File: src/hw/adsi_pkg.sv
// Constants and types for the converter serial interface
package adsi_pkg;

  localparam int unsigned FRAME_BITS       = 19;
  localparam int unsigned DATA_BITS        = 16;
  localparam int unsigned SDI_BITS         = 8;
  localparam int unsigned CLK_PERIOD_NS    = 20;
  localparam int unsigned CONVERT_TIME_MS  = 147;
  localparam int unsigned CONVERT_CYCLES   =
    (CONVERT_TIME_MS * 1000000 + CLK_PERIOD_NS - 1) / CLK_PERIOD_NS;
  localparam int unsigned EXT_CONV_PERIODS = 20510;
  localparam int unsigned INT_OSC_NS       = 7171;
  localparam int unsigned INT_OSC_CYCLES   = INT_OSC_NS / CLK_PERIOD_NS;
  localparam int unsigned SCK_DIV          = 8;
  localparam int unsigned EXT_OSC_MIN_HZ   = 2560;
  localparam int unsigned EXT_OSC_TIMEOUT  =
    1000000000 / (EXT_OSC_MIN_HZ * CLK_PERIOD_NS);
  localparam logic [4:0]  LAST_FALL_IDX    = 5'h12;
  localparam logic [3:0]  LAST_SDI_IDX     = 4'h7;
  localparam logic [2:0]  PREFIX_LOAD      = 3'h5;
  localparam logic [4:0]  CHAN_RESET       = 5'h00;

  typedef enum logic [1:0] {
    ST_CONVERT,
    ST_SLEEP,
    ST_OUTPUT
  } adsi_state_e;

  typedef struct packed {
    logic       single_ended_select;
    logic [3:0] chan;
  } adsi_chan_s;

  typedef struct packed {
    logic        eoc_n;
    logic        filler_bit;
    logic        sign_bit;
    logic [15:0] data;
  } adsi_frame_s;

endpackage

File: src/hw/adsi_core.sv
// Serial interface and conversion sequencing of the converter
`timescale 1ns/1ps
`default_nettype none
module adsi_core
  import adsi_pkg::*;
#(
  parameter int unsigned CONV_CYCLES  = CONVERT_CYCLES,
  parameter int unsigned EXT_PERIODS  = EXT_CONV_PERIODS,
  parameter int unsigned OSC_TIMEOUT  = EXT_OSC_TIMEOUT,
  parameter int unsigned OSC_DIV      = INT_OSC_CYCLES
) (
  input  wire logic        clk_i,              // System clock
  input  wire logic        srst_i,             // Sync reset
  input  wire logic        cs_n_i,             // Chip select
  input  wire logic        sck_i,              // SCK pin level
  output logic             sck_o,              // SCK drive value
  output logic             sck_oe_o,           // SCK drive enable
  input  wire logic        sdi_i,              // Serial data in
  output logic             sdo_o,              // Serial data out
  output logic             sdo_oe_o,           // SDO drive enable
  input  wire logic        rejection_clock_i,  // Rejection clock pin
  input  wire logic        conv_sign_i,        // Result sign
  input  wire logic [15:0] conv_data_i,        // Result code
  input  wire logic        conv_over_i,        // Above full scale
  input  wire logic        conv_under_i,       // Below full scale
  output logic             conv_start_o,       // Conversion start
  output adsi_chan_s       conv_chan_o,        // Active channel
  output logic             ext_osc_o,          // External osc used
  output logic             ext_sck_o           // External SCK mode
);

  adsi_state_e state_reg;
  adsi_frame_s shift_reg;
  adsi_chan_s  next_chan_reg;
  adsi_chan_s  conv_chan_reg;
  logic [31:0] conv_cnt_reg;
  logic [31:0] osc_idle_reg;
  logic [31:0] osc_div_reg;
  logic [4:0]  bit_cnt_reg;
  logic [3:0]  sdi_cnt_reg;
  logic [6:0]  sdi_sr_reg;
  logic [1:0]  sck_div_reg;
  logic        sck_int_reg;
  logic        sck_prev_reg;
  logic        cs_prev_reg;
  logic        rcp_prev_reg;
  logic        ext_osc_reg;
  logic        ext_sck_reg;
  logic        por_pend_reg;
  logic        start_pend_reg;
  logic        conv_start_reg;

  logic        cs_fall;
  logic        cs_rise;
  logic        rcp_rise;
  logic        conv_tick;
  logic        sck_val;
  logic        sck_rise;
  logic        sck_fall;
  logic        sck_run;
  logic        conv_done;
  logic        start_conv;
  logic        capture_en;
  logic        last_fall;
  logic [7:0]  sdi_full;

  assign cs_fall  = cs_prev_reg & ~cs_n_i;
  assign cs_rise  = ~cs_prev_reg & cs_n_i;
  assign rcp_rise = rejection_clock_i & ~rcp_prev_reg;

  always_ff @(posedge clk_i) begin
    if (srst_i) begin
      cs_prev_reg  <= 1'b1;
      rcp_prev_reg <= 1'b0;
      sck_prev_reg <= 1'b0;
    end else begin
      cs_prev_reg  <= cs_n_i;
      rcp_prev_reg <= rejection_clock_i;
      sck_prev_reg <= sck_val;
    end
  end

  // Edges on the pin mean an external oscillator; silence falls back
  always_ff @(posedge clk_i) begin
    if (srst_i) begin
      ext_osc_reg  <= 1'b0;
      osc_idle_reg <= '0;
    end else if (rcp_rise) begin
      ext_osc_reg  <= 1'b1;
      osc_idle_reg <= '0;
    end else if (osc_idle_reg >= OSC_TIMEOUT - 1) begin
      ext_osc_reg  <= 1'b0;
    end else begin
      osc_idle_reg <= osc_idle_reg + 32'h1;
    end
  end

  always_ff @(posedge clk_i) begin
    if (srst_i || osc_div_reg >= OSC_DIV - 1) begin
      osc_div_reg <= '0;
    end else begin
      osc_div_reg <= osc_div_reg + 32'h1;
    end
  end

  assign conv_tick = ext_osc_reg ? rcp_rise : (osc_div_reg == OSC_DIV - 1);

  // Mode strap caught just after reset and on every select fall
  always_ff @(posedge clk_i) begin
    if (srst_i) begin
      por_pend_reg <= 1'b1;
      ext_sck_reg  <= 1'b0;
    end else if (por_pend_reg || cs_fall) begin
      por_pend_reg <= 1'b0;
      ext_sck_reg  <= ~sck_i;
    end
  end

  assign sck_run = ~ext_sck_reg & ~cs_n_i &
                   (state_reg == ST_SLEEP || state_reg == ST_OUTPUT);

  // Internal SCK toggles every fourth conversion clock tick
  always_ff @(posedge clk_i) begin
    if (srst_i || !sck_run) begin
      sck_div_reg <= '0;
      sck_int_reg <= 1'b0;
    end else if (conv_tick) begin
      if (sck_div_reg == 2'(SCK_DIV / 2 - 1)) begin
        sck_div_reg <= '0;
        sck_int_reg <= ~sck_int_reg;
      end else begin
        sck_div_reg <= sck_div_reg + 2'h1;
      end
    end
  end

  // No drive while the mode strap is read, or SCK would strap itself low
  assign sck_o    = sck_int_reg;
  assign sck_oe_o = ~ext_sck_reg & ~cs_n_i & ~cs_prev_reg & ~por_pend_reg;
  assign sck_val  = ext_sck_reg ? sck_i : sck_int_reg;
  assign sck_rise = sck_val & ~sck_prev_reg;
  assign sck_fall = ~sck_val & sck_prev_reg;

  assign conv_done = (state_reg == ST_CONVERT) && !start_pend_reg &&
    (ext_osc_reg ? (conv_cnt_reg >= EXT_PERIODS - 1 && conv_tick)
                 : (conv_cnt_reg >= CONV_CYCLES - 1));

  assign last_fall  = sck_fall && (bit_cnt_reg == LAST_FALL_IDX);
  assign start_conv = start_pend_reg ||
    ((state_reg == ST_OUTPUT) && (last_fall || cs_rise));

  always_ff @(posedge clk_i) begin
    if (srst_i) begin
      start_pend_reg <= 1'b1;
      conv_start_reg <= 1'b0;
    end else begin
      start_pend_reg <= 1'b0;
      conv_start_reg <= start_conv;
    end
  end

  assign conv_start_o = conv_start_reg;

  always_ff @(posedge clk_i) begin
    if (srst_i || start_conv) begin
      conv_cnt_reg <= '0;
    end else if (state_reg == ST_CONVERT && (conv_tick || !ext_osc_reg)) begin
      conv_cnt_reg <= conv_cnt_reg + 32'h1;
    end
  end

  // Conversion state sequencing
  always_ff @(posedge clk_i) begin
    if (srst_i) begin
      state_reg   <= ST_CONVERT;
      bit_cnt_reg <= '0;
    end else if (start_conv) begin
      state_reg   <= ST_CONVERT;
      bit_cnt_reg <= '0;
    end else begin
      case (state_reg)
        ST_CONVERT: begin
          if (conv_done) begin
            state_reg <= ST_SLEEP;
          end
        end
        ST_SLEEP: begin
          if (!cs_n_i && sck_rise) begin
            state_reg   <= ST_OUTPUT;
            bit_cnt_reg <= '0;
          end
        end
        ST_OUTPUT: begin
          if (sck_fall) begin
            bit_cnt_reg <= bit_cnt_reg + 5'h1;
          end
        end
        default: state_reg <= ST_CONVERT;
      endcase
    end
  end

  // Result frame load and shift
  always_ff @(posedge clk_i) begin
    if (srst_i) begin
      shift_reg <= '0;
    end else if (conv_done) begin
      shift_reg.eoc_n      <= 1'b0;
      shift_reg.filler_bit <= 1'b0;
      if (conv_over_i) begin
        shift_reg.sign_bit <= 1'b1;
        shift_reg.data     <= 16'h8000;
      end else if (conv_under_i) begin
        shift_reg.sign_bit <= 1'b0;
        shift_reg.data     <= 16'h7FFF;
      end else begin
        shift_reg.sign_bit <= conv_sign_i;
        shift_reg.data     <= conv_data_i;
      end
    end else if (state_reg == ST_OUTPUT && sck_fall) begin
      shift_reg <= {shift_reg[FRAME_BITS-2:0], 1'b0};
    end
  end

  // Channel bits shift in on rising SCK only once selected and done
  assign capture_en = sck_rise && !cs_n_i && sdi_cnt_reg <= LAST_SDI_IDX &&
    (state_reg == ST_SLEEP || state_reg == ST_OUTPUT);
  assign sdi_full = {sdi_sr_reg, sdi_i};

  always_ff @(posedge clk_i) begin
    if (srst_i || start_conv) begin
      sdi_cnt_reg <= '0;
      sdi_sr_reg  <= '0;
    end else if (capture_en) begin
      sdi_cnt_reg <= sdi_cnt_reg + 4'h1;
      sdi_sr_reg  <= sdi_full[6:0];
    end
  end

  always_ff @(posedge clk_i) begin
    if (srst_i) begin
      next_chan_reg <= CHAN_RESET;
    end else if (capture_en && sdi_cnt_reg == LAST_SDI_IDX &&
                 sdi_full[7:5] == PREFIX_LOAD) begin
      next_chan_reg <= sdi_full[4:0];
    end
  end

  always_ff @(posedge clk_i) begin
    if (srst_i) begin
      conv_chan_reg <= CHAN_RESET;
    end else if (start_conv) begin
      conv_chan_reg <= next_chan_reg;
    end
  end

  assign conv_chan_o = conv_chan_reg;
  assign ext_osc_o   = ext_osc_reg;
  assign ext_sck_o   = ext_sck_reg;

  // SDO source per state
  assign sdo_oe_o = ~cs_n_i;
  always_comb begin
    case (state_reg)
      ST_CONVERT: sdo_o = 1'b1;
      ST_SLEEP:   sdo_o = 1'b0;
      ST_OUTPUT:  sdo_o = shift_reg.eoc_n;
      default:    sdo_o = 1'b1;
    endcase
  end
endmodule
`default_nettype wire

File: config.mk
export PLATFORM = sky130hd
export DESIGN_NAME = adsi_core
export DESIGN_NICKNAME = d
export VERILOG_FILES = /design/src/hw/adsi_pkg.sv /design/src/hw/adsi_core.sv
export SDC_FILE = /design/constraint.sdc
export NUM_CORES = 1
export LEC_CHECK = 0
export ABC_CLOCK_PERIOD_IN_PS = 2170
export BUFFER_PORTS_ARGS = -buffer_cell sky130_fd_sc_hd__buf_2
export CAP_MARGIN = 20
export CORE_ASPECT_RATIO = 1.1
export CORE_MARGIN = 2
export CORE_UTILIZATION = 30
export DETAILED_ROUTE_END_ITERATION = 12
export GPL_TIMING_DRIVEN = 0
export MAX_ROUTING_LAYER = met4
export PLACE_DENSITY_LB_ADDON = 0.2
export SYNTH_ARGS = -nofsm -noshare
export SYNTH_HDL_FRONTEND = slang
export SYNTH_SLANG_ARGS = --single-unit
File: constraint.sdc
create_clock -name clk_i -period 2.17 [get_ports clk_i]
set_clock_uncertainty 0.15 [all_clocks]
set_input_delay 0.217 -clock clk_i [delete_from_list [all_inputs] [get_ports clk_i]]
set_output_delay 0.217 -clock clk_i [all_outputs]
set_load 0.01 [all_outputs]
Word level (Yosys, flattened, before mapping):

Cells that the tools add are included.

* input port bits: 25
* register bits after elaboration: 154
* logic and storage cells: 117

* order comparisons: 5
* equal/unequal tests: 10
* reductions and logical operators: 34
* mux-type cells: 18
* $add $sub $neg: 6
* bitwise logic cells: 19

Operators by type and width (count)
* adder 32 x 1 -> 32 bit, second input constant: 3
* 2-to-1 mux 17 bit: 4
* greater-or-equal comparator 32 x 15 -> 1 bit, second input constant: 2
* equality test 32 x 9 -> 1 bit, second input constant: 1
* greater-or-equal comparator 32 x 23 -> 1 bit, second input constant: 1
* greater-or-equal comparator 32 x 9 -> 1 bit, second input constant: 1
* logical AND 1 bit: 12
* 2-to-1 mux 5 bit: 2
* inverter 1 bit: 10
* one-hot mux 5 bit (2 select lines): 1
* AND 1 bit: 9
* logical OR 1 bit: 8
* 2-to-1 mux 1 bit: 6
* 2-to-1 mux 2 bit: 3
* inequality test 2 bit, second input constant: 3
* one-hot mux 2 bit (3 select lines): 1
* AND reduction 3 bit: 2
* nonzero test 2 bit: 3
* OR reduction 2 bit: 3
* adder 5 x 1 -> 5 bit, second input constant: 1
* equality test 5 bit, second input constant: 1
* adder 4 x 1 -> 4 bit, second input constant: 1
* equality test 2 bit, second input constant: 2
* equality test 4 x 3 -> 1 bit, second input constant: 1
* 8 further kinds: 11

Logic depth before layout (Yosys ltp):

Gate-level depths: netlist of the first run.

* depth in word-level cells: 8
* mapped depth: 10
* depth with buffers taken out: 8

Least setup slack after synthesis of the first run:

Ideal clock, no wire load.

* kind: register -> register
* start: register osc_idle_reg[8]
* end: register osc_idle_reg[11]
* stages on the path, launching flop included: 7
* path buffers: 0
* arrival: 2.144 ns
* path slack: -0.183 ns
* period minus slack after synthesis: 2.353 ns
* library setup time: 0.059 ns
* path through: dfxtp_1 -> or4_4 -> a31o_1 -> a311oi_4 -> nand3_2 -> or4_1 -> nand2_1

* word-level cells in the longest chain between the ends: 1
* elaborated cells on any way between the ends: 2
* classes of those cells: add/sub (1); order compare (1)

RTL lines
* start: declaration: RTL line adsi_core.sv:37 `logic [31:0] osc_idle_reg;`
* start signal: assignment: RTL line adsi_core.sv:94 `osc_idle_reg <= osc_idle_reg + 32'h1;`
* adder 32 x 1 -> 32 bit / greater-or-equal comparator 32 x 15 -> 1 bit (equally long branches): RTL line adsi_core.sv:94, adsi_core.sv:91

Several ways; a longest one is shown, not always the timed one.
A chain may end at the register's enable or synchronous reset.

Worst setup path in the final report of the first run:

* start: register osc_idle_reg[8]
* end: register osc_idle_reg[8]

Same word-level chain as after synthesis.

==> flow_metrics.tcl, run 1 <==
set metrics [dict create \
    fin_cells 1086 \
    ys_types 60 \
    synth_area_leader_cell "dfxtp_1" \
    finalCritPeriodShare 1.12 \
    yosys-top-cells-count "dfxtp_1 (154), nor2_1 (96), a211oi_1 (34)" \
    clock-sinks 154 \
    yosys-top-cells-area "dfxtp_1 (48%), nor2_1 (5.7%), xor2_1 (4.5%)" \
    die_w_um 143 \
    dieHeight_um 157 \
    place.gp.congestion 0.743 \
    antenna_cells 0 \
    ys_seq_area_frac 0.484 \
    ctsHtreeMaxLevel 4 \
    syn_area_um2 6370 \
    setup_ws_ns -0.255 \
    dr.pass1.iters 4 \
    grt_max_degree 18 \
    critPathArrivalTime_ns 2.64 \
    max_cap_violations 0 \
    drcViolationCount 0 \
    dp.cells 1016 \
    wl_per_cell_um 13.0 \
    fmax_mhz 412 \
    vias 4951 \
    hold_violations 1 \
    power_density_nw_per_um2 705 \
    io_pins 37 \
    yosys_warnings 0 \
    ant_nets 0 \
    grt_pass1_wl_um 24500 \
    die_area_um2 22400 \
    synth_ff_type "dfxtp_1" \
    synth-edff-count 0 \
    hold_start "conv_data_i[9]" \
    placed_area_um2 7090 \
    core_um2 20700 \
    final_util 0.418 \
    cts_root_buffer "clkbuf_16" \
    violations "negative hold slack, negative setup slack" \
    place_ws_ns -0.430 \
    grt_antenna_before_repair 0 \
    hpwl_um 9130 \
    clock_latency_ns 0.42 \
    synthArstFlopShare 0 \
    relSlewSlack 0.502 \
    ir_drop_uv 555 \
    r2r_start "osc_idle_reg[8]" \
    worstMarginPinSlew_ns 0.742 \
    area_delta_synth_final_pct 35.8 \
    vias_per_cell 4.56 \
    leakagePower_uw 0.00334 \
    cts_tree "done" \
    synth-seq-cells 154 \
    slew_violations 0 \
    worstPathRequired_ns 2.38 \
    power_uw 6100 \
    setup_viol 34 \
    start_util 0.307 \
    clk_pin_slew_ns 0.07 \
    crit_start "osc_idle_reg[8]" \
    start_kind "register" \
    grt_pass1_vias 4979 \
    cts_made_buffers 17 \
    port_buffers 35 \
    fin_area_um2 8650 \
    critPathMaxFanout 6 \
    syn_avg_cell_area_um2 9.45 \
    hold_class "in -> reg" \
    fin_crit_ns 2.42 \
    wl_um 14100 \
    clockBufferDepth 2 \
    grt.overflow.total 0 \
    layout-drive-gt1-share 0.270 \
    holdWs_ns -0.00683 \
    cp-end-kind "register" \
    rsz0062_at_grt "yes" \
    yosysTopAreaCellShare 0.484 \
    drtIter0Drc 207 \
    nets 829 \
    yosysMostFrequentCell "dfxtp_1" \
    synth_cells 674 \
    outcome "complete, but fails checks" \
    gr-usage-all-layers 0.141 \
    num_rows 55 \
    criticalPathCategory "reg -> reg" \
]
-- power breakdown --
part / internal, uW / switching (uW)
clock network: 1650 / 1330
logic: 102 / 139
registers: 2860 / 17.1
-- stage by stage --
stage | hold WS, ns | setup TNS [ns]
2_1_floorplan | 0.0947 | -1.10
3_3_place_gp | 0.288 | -25.51
3_5_place_dp | 0.291 | -24.97
4_1_cts | 0.00758 | -5.06
5_1_grt | 0.00947 | -7.62
6_report | -0.00683 | -4.63
-- metal layers --
layer	track usage	routed length, um	vias to the layer above
met5	-	0	-
met2	0.222	6710	48
met1	0.179	6880	2321
li1	-	-	2573
met3	0.0349	347	9
met4	0.0396	140	0
-- repair_timing --
action	in CTS	in global routing
endpoints found under the hold margin	14	0
setup buffers	23	5
pin swaps	34	15
gates cloned	4	0
setup endpoints to repair	92	91
resized for setup	88	57
hold buffers	10	0
-- layout make-up --
class,instances,area [um^2]
Multi-Input combinational cell,494,3680
Tap cell,285,357
Clock buffer,17,425
Sequential cell,154,3110
Fill cell,2062,12100
Inverter,17,63.8
Clock inverter,15,176
Buffer,29,269
Timing Repair Buffer,75,572
-- kinds of logic after synthesis --
family,synth area share
buf+inv,0.0314
compound gates,0.115
other cells,0.000589
fa+ha+maj,0.0314
mux,0.0346
simple gates,0.239
xor+xnor,0.0647
flops,0.484
-- worst max-delay path, cell delays in order (launching register included) --
cell and delay, ns:
dfxtp_2 0.33, or4_4 0.54, a31o_4 0.23, a311oi_4 0.33, buf_4 0.20, nand3_4 0.10
or4_1 0.43, nand2_1 0.06
-- layout by cell type, fill, tap and decap left out, types with 7 or more instances in the layout --
cell type and n:
buf_6 11, inv_6 7, nand3_1 17, xnor2_1 14, mux2i_1 21, nand4_1 20, and3_1 9, inv_1 14
or3_1 7, ha_1 14, dlygate4sd3_1 10, xor2_1 33, nor4_1 11, o21bai_1 14, a211oi_2 24, conb_1 23
clkbuf_1 8, buf_2 35, nor2b_1 22, clkbuf_16 17, buf_4 22, nand2_1 31, nor2_1 88, a211oi_4 9
dfxtp_2 9, dfxtp_1 141, a21oi_1 16, and2_1 19
-- final timing paths --
| check | to | slack [ns] | cells after the start |
|---|---|---|---|
| setup / recovery | osc_idle_reg[8] | -0.25 | 7 |
| hold / removal | shift_reg[9] | -0.007 | 3 |
| setup reg to reg | osc_idle_reg[8] | -0.25 | 7 |
| hold reg to reg | osc_idle_reg[27] | 0.30 | 1 |
Note: power is estimated with default switching activity, not from simulation.
==> inputs of run 2 (changes only) <==
- CTS_BUF_LIST: unset -> sky130_fd_sc_hd__clkbuf_16
- GPL_TIMING_DRIVEN: 0 -> 1
==> run 2 against run 1 <==
Net effect: the flow finishes with violations (negative setup slack); die area did not move; sequential power barely moved; utilization rose by 0.66 points; power fell by 2.2%; register-to-register slack improved by 0.06 ns; largest power group is now registers; wire length rose by 4.3%.
==> flow_metrics.tcl, run 2 (synthesized netlist as in run 1, its figures left out) <==
set metrics [dict create \
    max_cap_violations 0 \
    criticalPathCategory "reg -> reg" \
    grt_antenna_before_repair 0 \
    worstMarginPinSlew_ns 0.579 \
    rr_endpoint "shift_reg[0]" \
    holdWs_ns 0.0282 \
    worst_path_max_delay_cell "or4_4" \
    relSlewSlack 0.614 \
    fin_crit_ns 2.36 \
    min_to "shift_reg[15]" \
    fin_setup_tns_ns -3.71 \
    setup_ws_ns -0.193 \
    r2r_slack_ns -0.19 \
    drcViolationCount 0 \
    vias 5244 \
    grt_max_degree 36 \
    clock-sinks 154 \
    rr_worst_depth 7 \
    place_ws_ns -0.241 \
    start_util 0.307 \
    fmax_mhz 423 \
    mostFrequentLayoutCells "dfxtp_1 (146), nor2_1 (96), buf_4 (77), buf_2 (36), xor2_1 (33)" \
    mostFrequentLayoutCell "dfxtp_1" \
    dp.cells 1065 \
    leakagePower_uw 0.00350 \
    critPathArrivalTime_ns 2.57 \
    grt_pass1_vias 5424 \
    hold_violations 0 \
    ir_drop_uv 517 \
    wl_per_cell_um 13.0 \
    port_buffers 36 \
    antenna_cells 0 \
    die_area_um2 22400 \
    slew_violations 0 \
    wl_met3_um 352 \
    rsz0062_at_grt "yes" \
    power_uw 5960 \
    setup_viol 34 \
    drtIter0Drc 195 \
    clk_pin_slew_ns 0.07 \
    dr.pass1.iters 4 \
    route.met2.wl_um 7410 \
    clockBufferDepth 2 \
    critPathMaxFanout 7 \
    hold_start "conv_data_i[15]" \
    hold_class "in -> reg" \
    wl_met1_um 6650 \
    ant_nets 0 \
    outcome "complete, but fails checks" \
    slowest_delay_ns 0.54 \
    gr-usage-all-layers 0.143 \
    r2r_start "conv_cnt_reg[5]" \
    highest_layer "met4" \
    dieHeight_um 157 \
    cts_root_buffer "clkbuf_16" \
    num_rows 55 \
    path_cells "or4_4 -> nor4_4 -> a2111oi_4 -> o211a_4 -> buf_12 -> or3b_1 -> a21oi_2" \
    hold_depth 3 \
    cts_made_buffers 17 \
    place.gp.congestion 0.778 \
    layout-drive-gt1-share 0.281 \
    finalCritPeriodShare 1.09 \
    die_w_um 143 \
    crit_family "simple AND/OR/NAND/NOR gates" \
    core_um2 20700 \
    grt_pass1_wl_um 24800 \
    hpwl_um 9910 \
    start_kind "register" \
    worstPathRequired_ns 2.38 \
    vias_per_cell 4.65 \
    wl_um 14700 \
    io_pins 37 \
    area_delta_synth_final_pct 38.0 \
    violations "negative setup slack" \
    cp_num_buf_inv 1 \
    grt.overflow.total 0 \
    power_density_nw_per_um2 679 \
    cts_tree "done" \
    fin_cells 1127 \
    nets 870 \
    cp-end-kind "register" \
    ctsHtreeMaxLevel 4 \
    clock_latency_ns 0.42 \
]
## run 2: cell count changes in the layout (fill, tap and decap cells not counted), moves of 5 or more
cell / change
a211oi_1: +7
buf_4: +55
clkbuf_1: -8
dfxtp_1: +5
dlygate4sd3_1: +8
nor2_1: +8
nor2_2: -6
## run 2: worst reg2reg max path, cell delays in order (launching register included)
cell and delay [ns]:
dfxtp_1 0.31, or4_4 0.54, nor4_4 0.22, a2111oi_4 0.12
o211a_4 0.30, buf_12 0.15, or3b_1 0.37, a21oi_2 0.15
## run 2: through the flow
stage                util  instance area (um^2)
floorplan               -                  6560
global placement    0.364                  7530
detailed placement  0.364                  7530
CTS                 0.418                  8650
global route        0.424                  8790
finish              0.424                  8790
## run 2: where the power goes
part | leakage, uW | switching [uW] | internal [uW]
clock network | 0.000274 | 1250 | 1600
logic | 0.00197 | 134 | 104
registers | 0.00126 | 14.6 | 2860
total | 0.00350 | 1390 | 4570
## run 2: layout make-up
cell class,count,area [um^2]
clock buffers,17,425
clock inverters,15,140
well taps,285,357
inverters,17,63.8
fillers,2012,11900
flip-flops and latches,154,3090
multi-input cells,494,3530
repair buffers,145,1170
## run 2: metal layers
| layer | vias to the layer above | global-route usage |
|---|---|---|
| met5 | - | - |
| met4 | 0 | 0.0618 |
| met3 | 22 | 0.0312 |
| met2 | 52 | 0.240 |
| met1 | 2514 | 0.163 |
| li1 | 2656 | - |
## run 2: worst max-delay path by stage
stage	start	endpoint	depth (start not counted)
after global routing	conv_cnt_reg[25]	shift_reg[0]	7
after floorplan	osc_idle_reg[8]	osc_idle_reg[12]	6
after global placement	conv_cnt_reg[25]	shift_reg[3]	8
after CTS	osc_idle_reg[8]	osc_idle_reg[5]	6
final	conv_cnt_reg[5]	shift_reg[0]	7
after detailed placement	conv_cnt_reg[5]	shift_reg[4]	8
## run 2: repair_timing
item,4_1_cts,5_1_grt
setup endpoints to repair,40,88
pin swaps,28,10
hold buffers,18,0
setup buffers,6,3
gates cloned,3,0
endpoints found under the hold margin,21,0
gates resized for setup,50,26
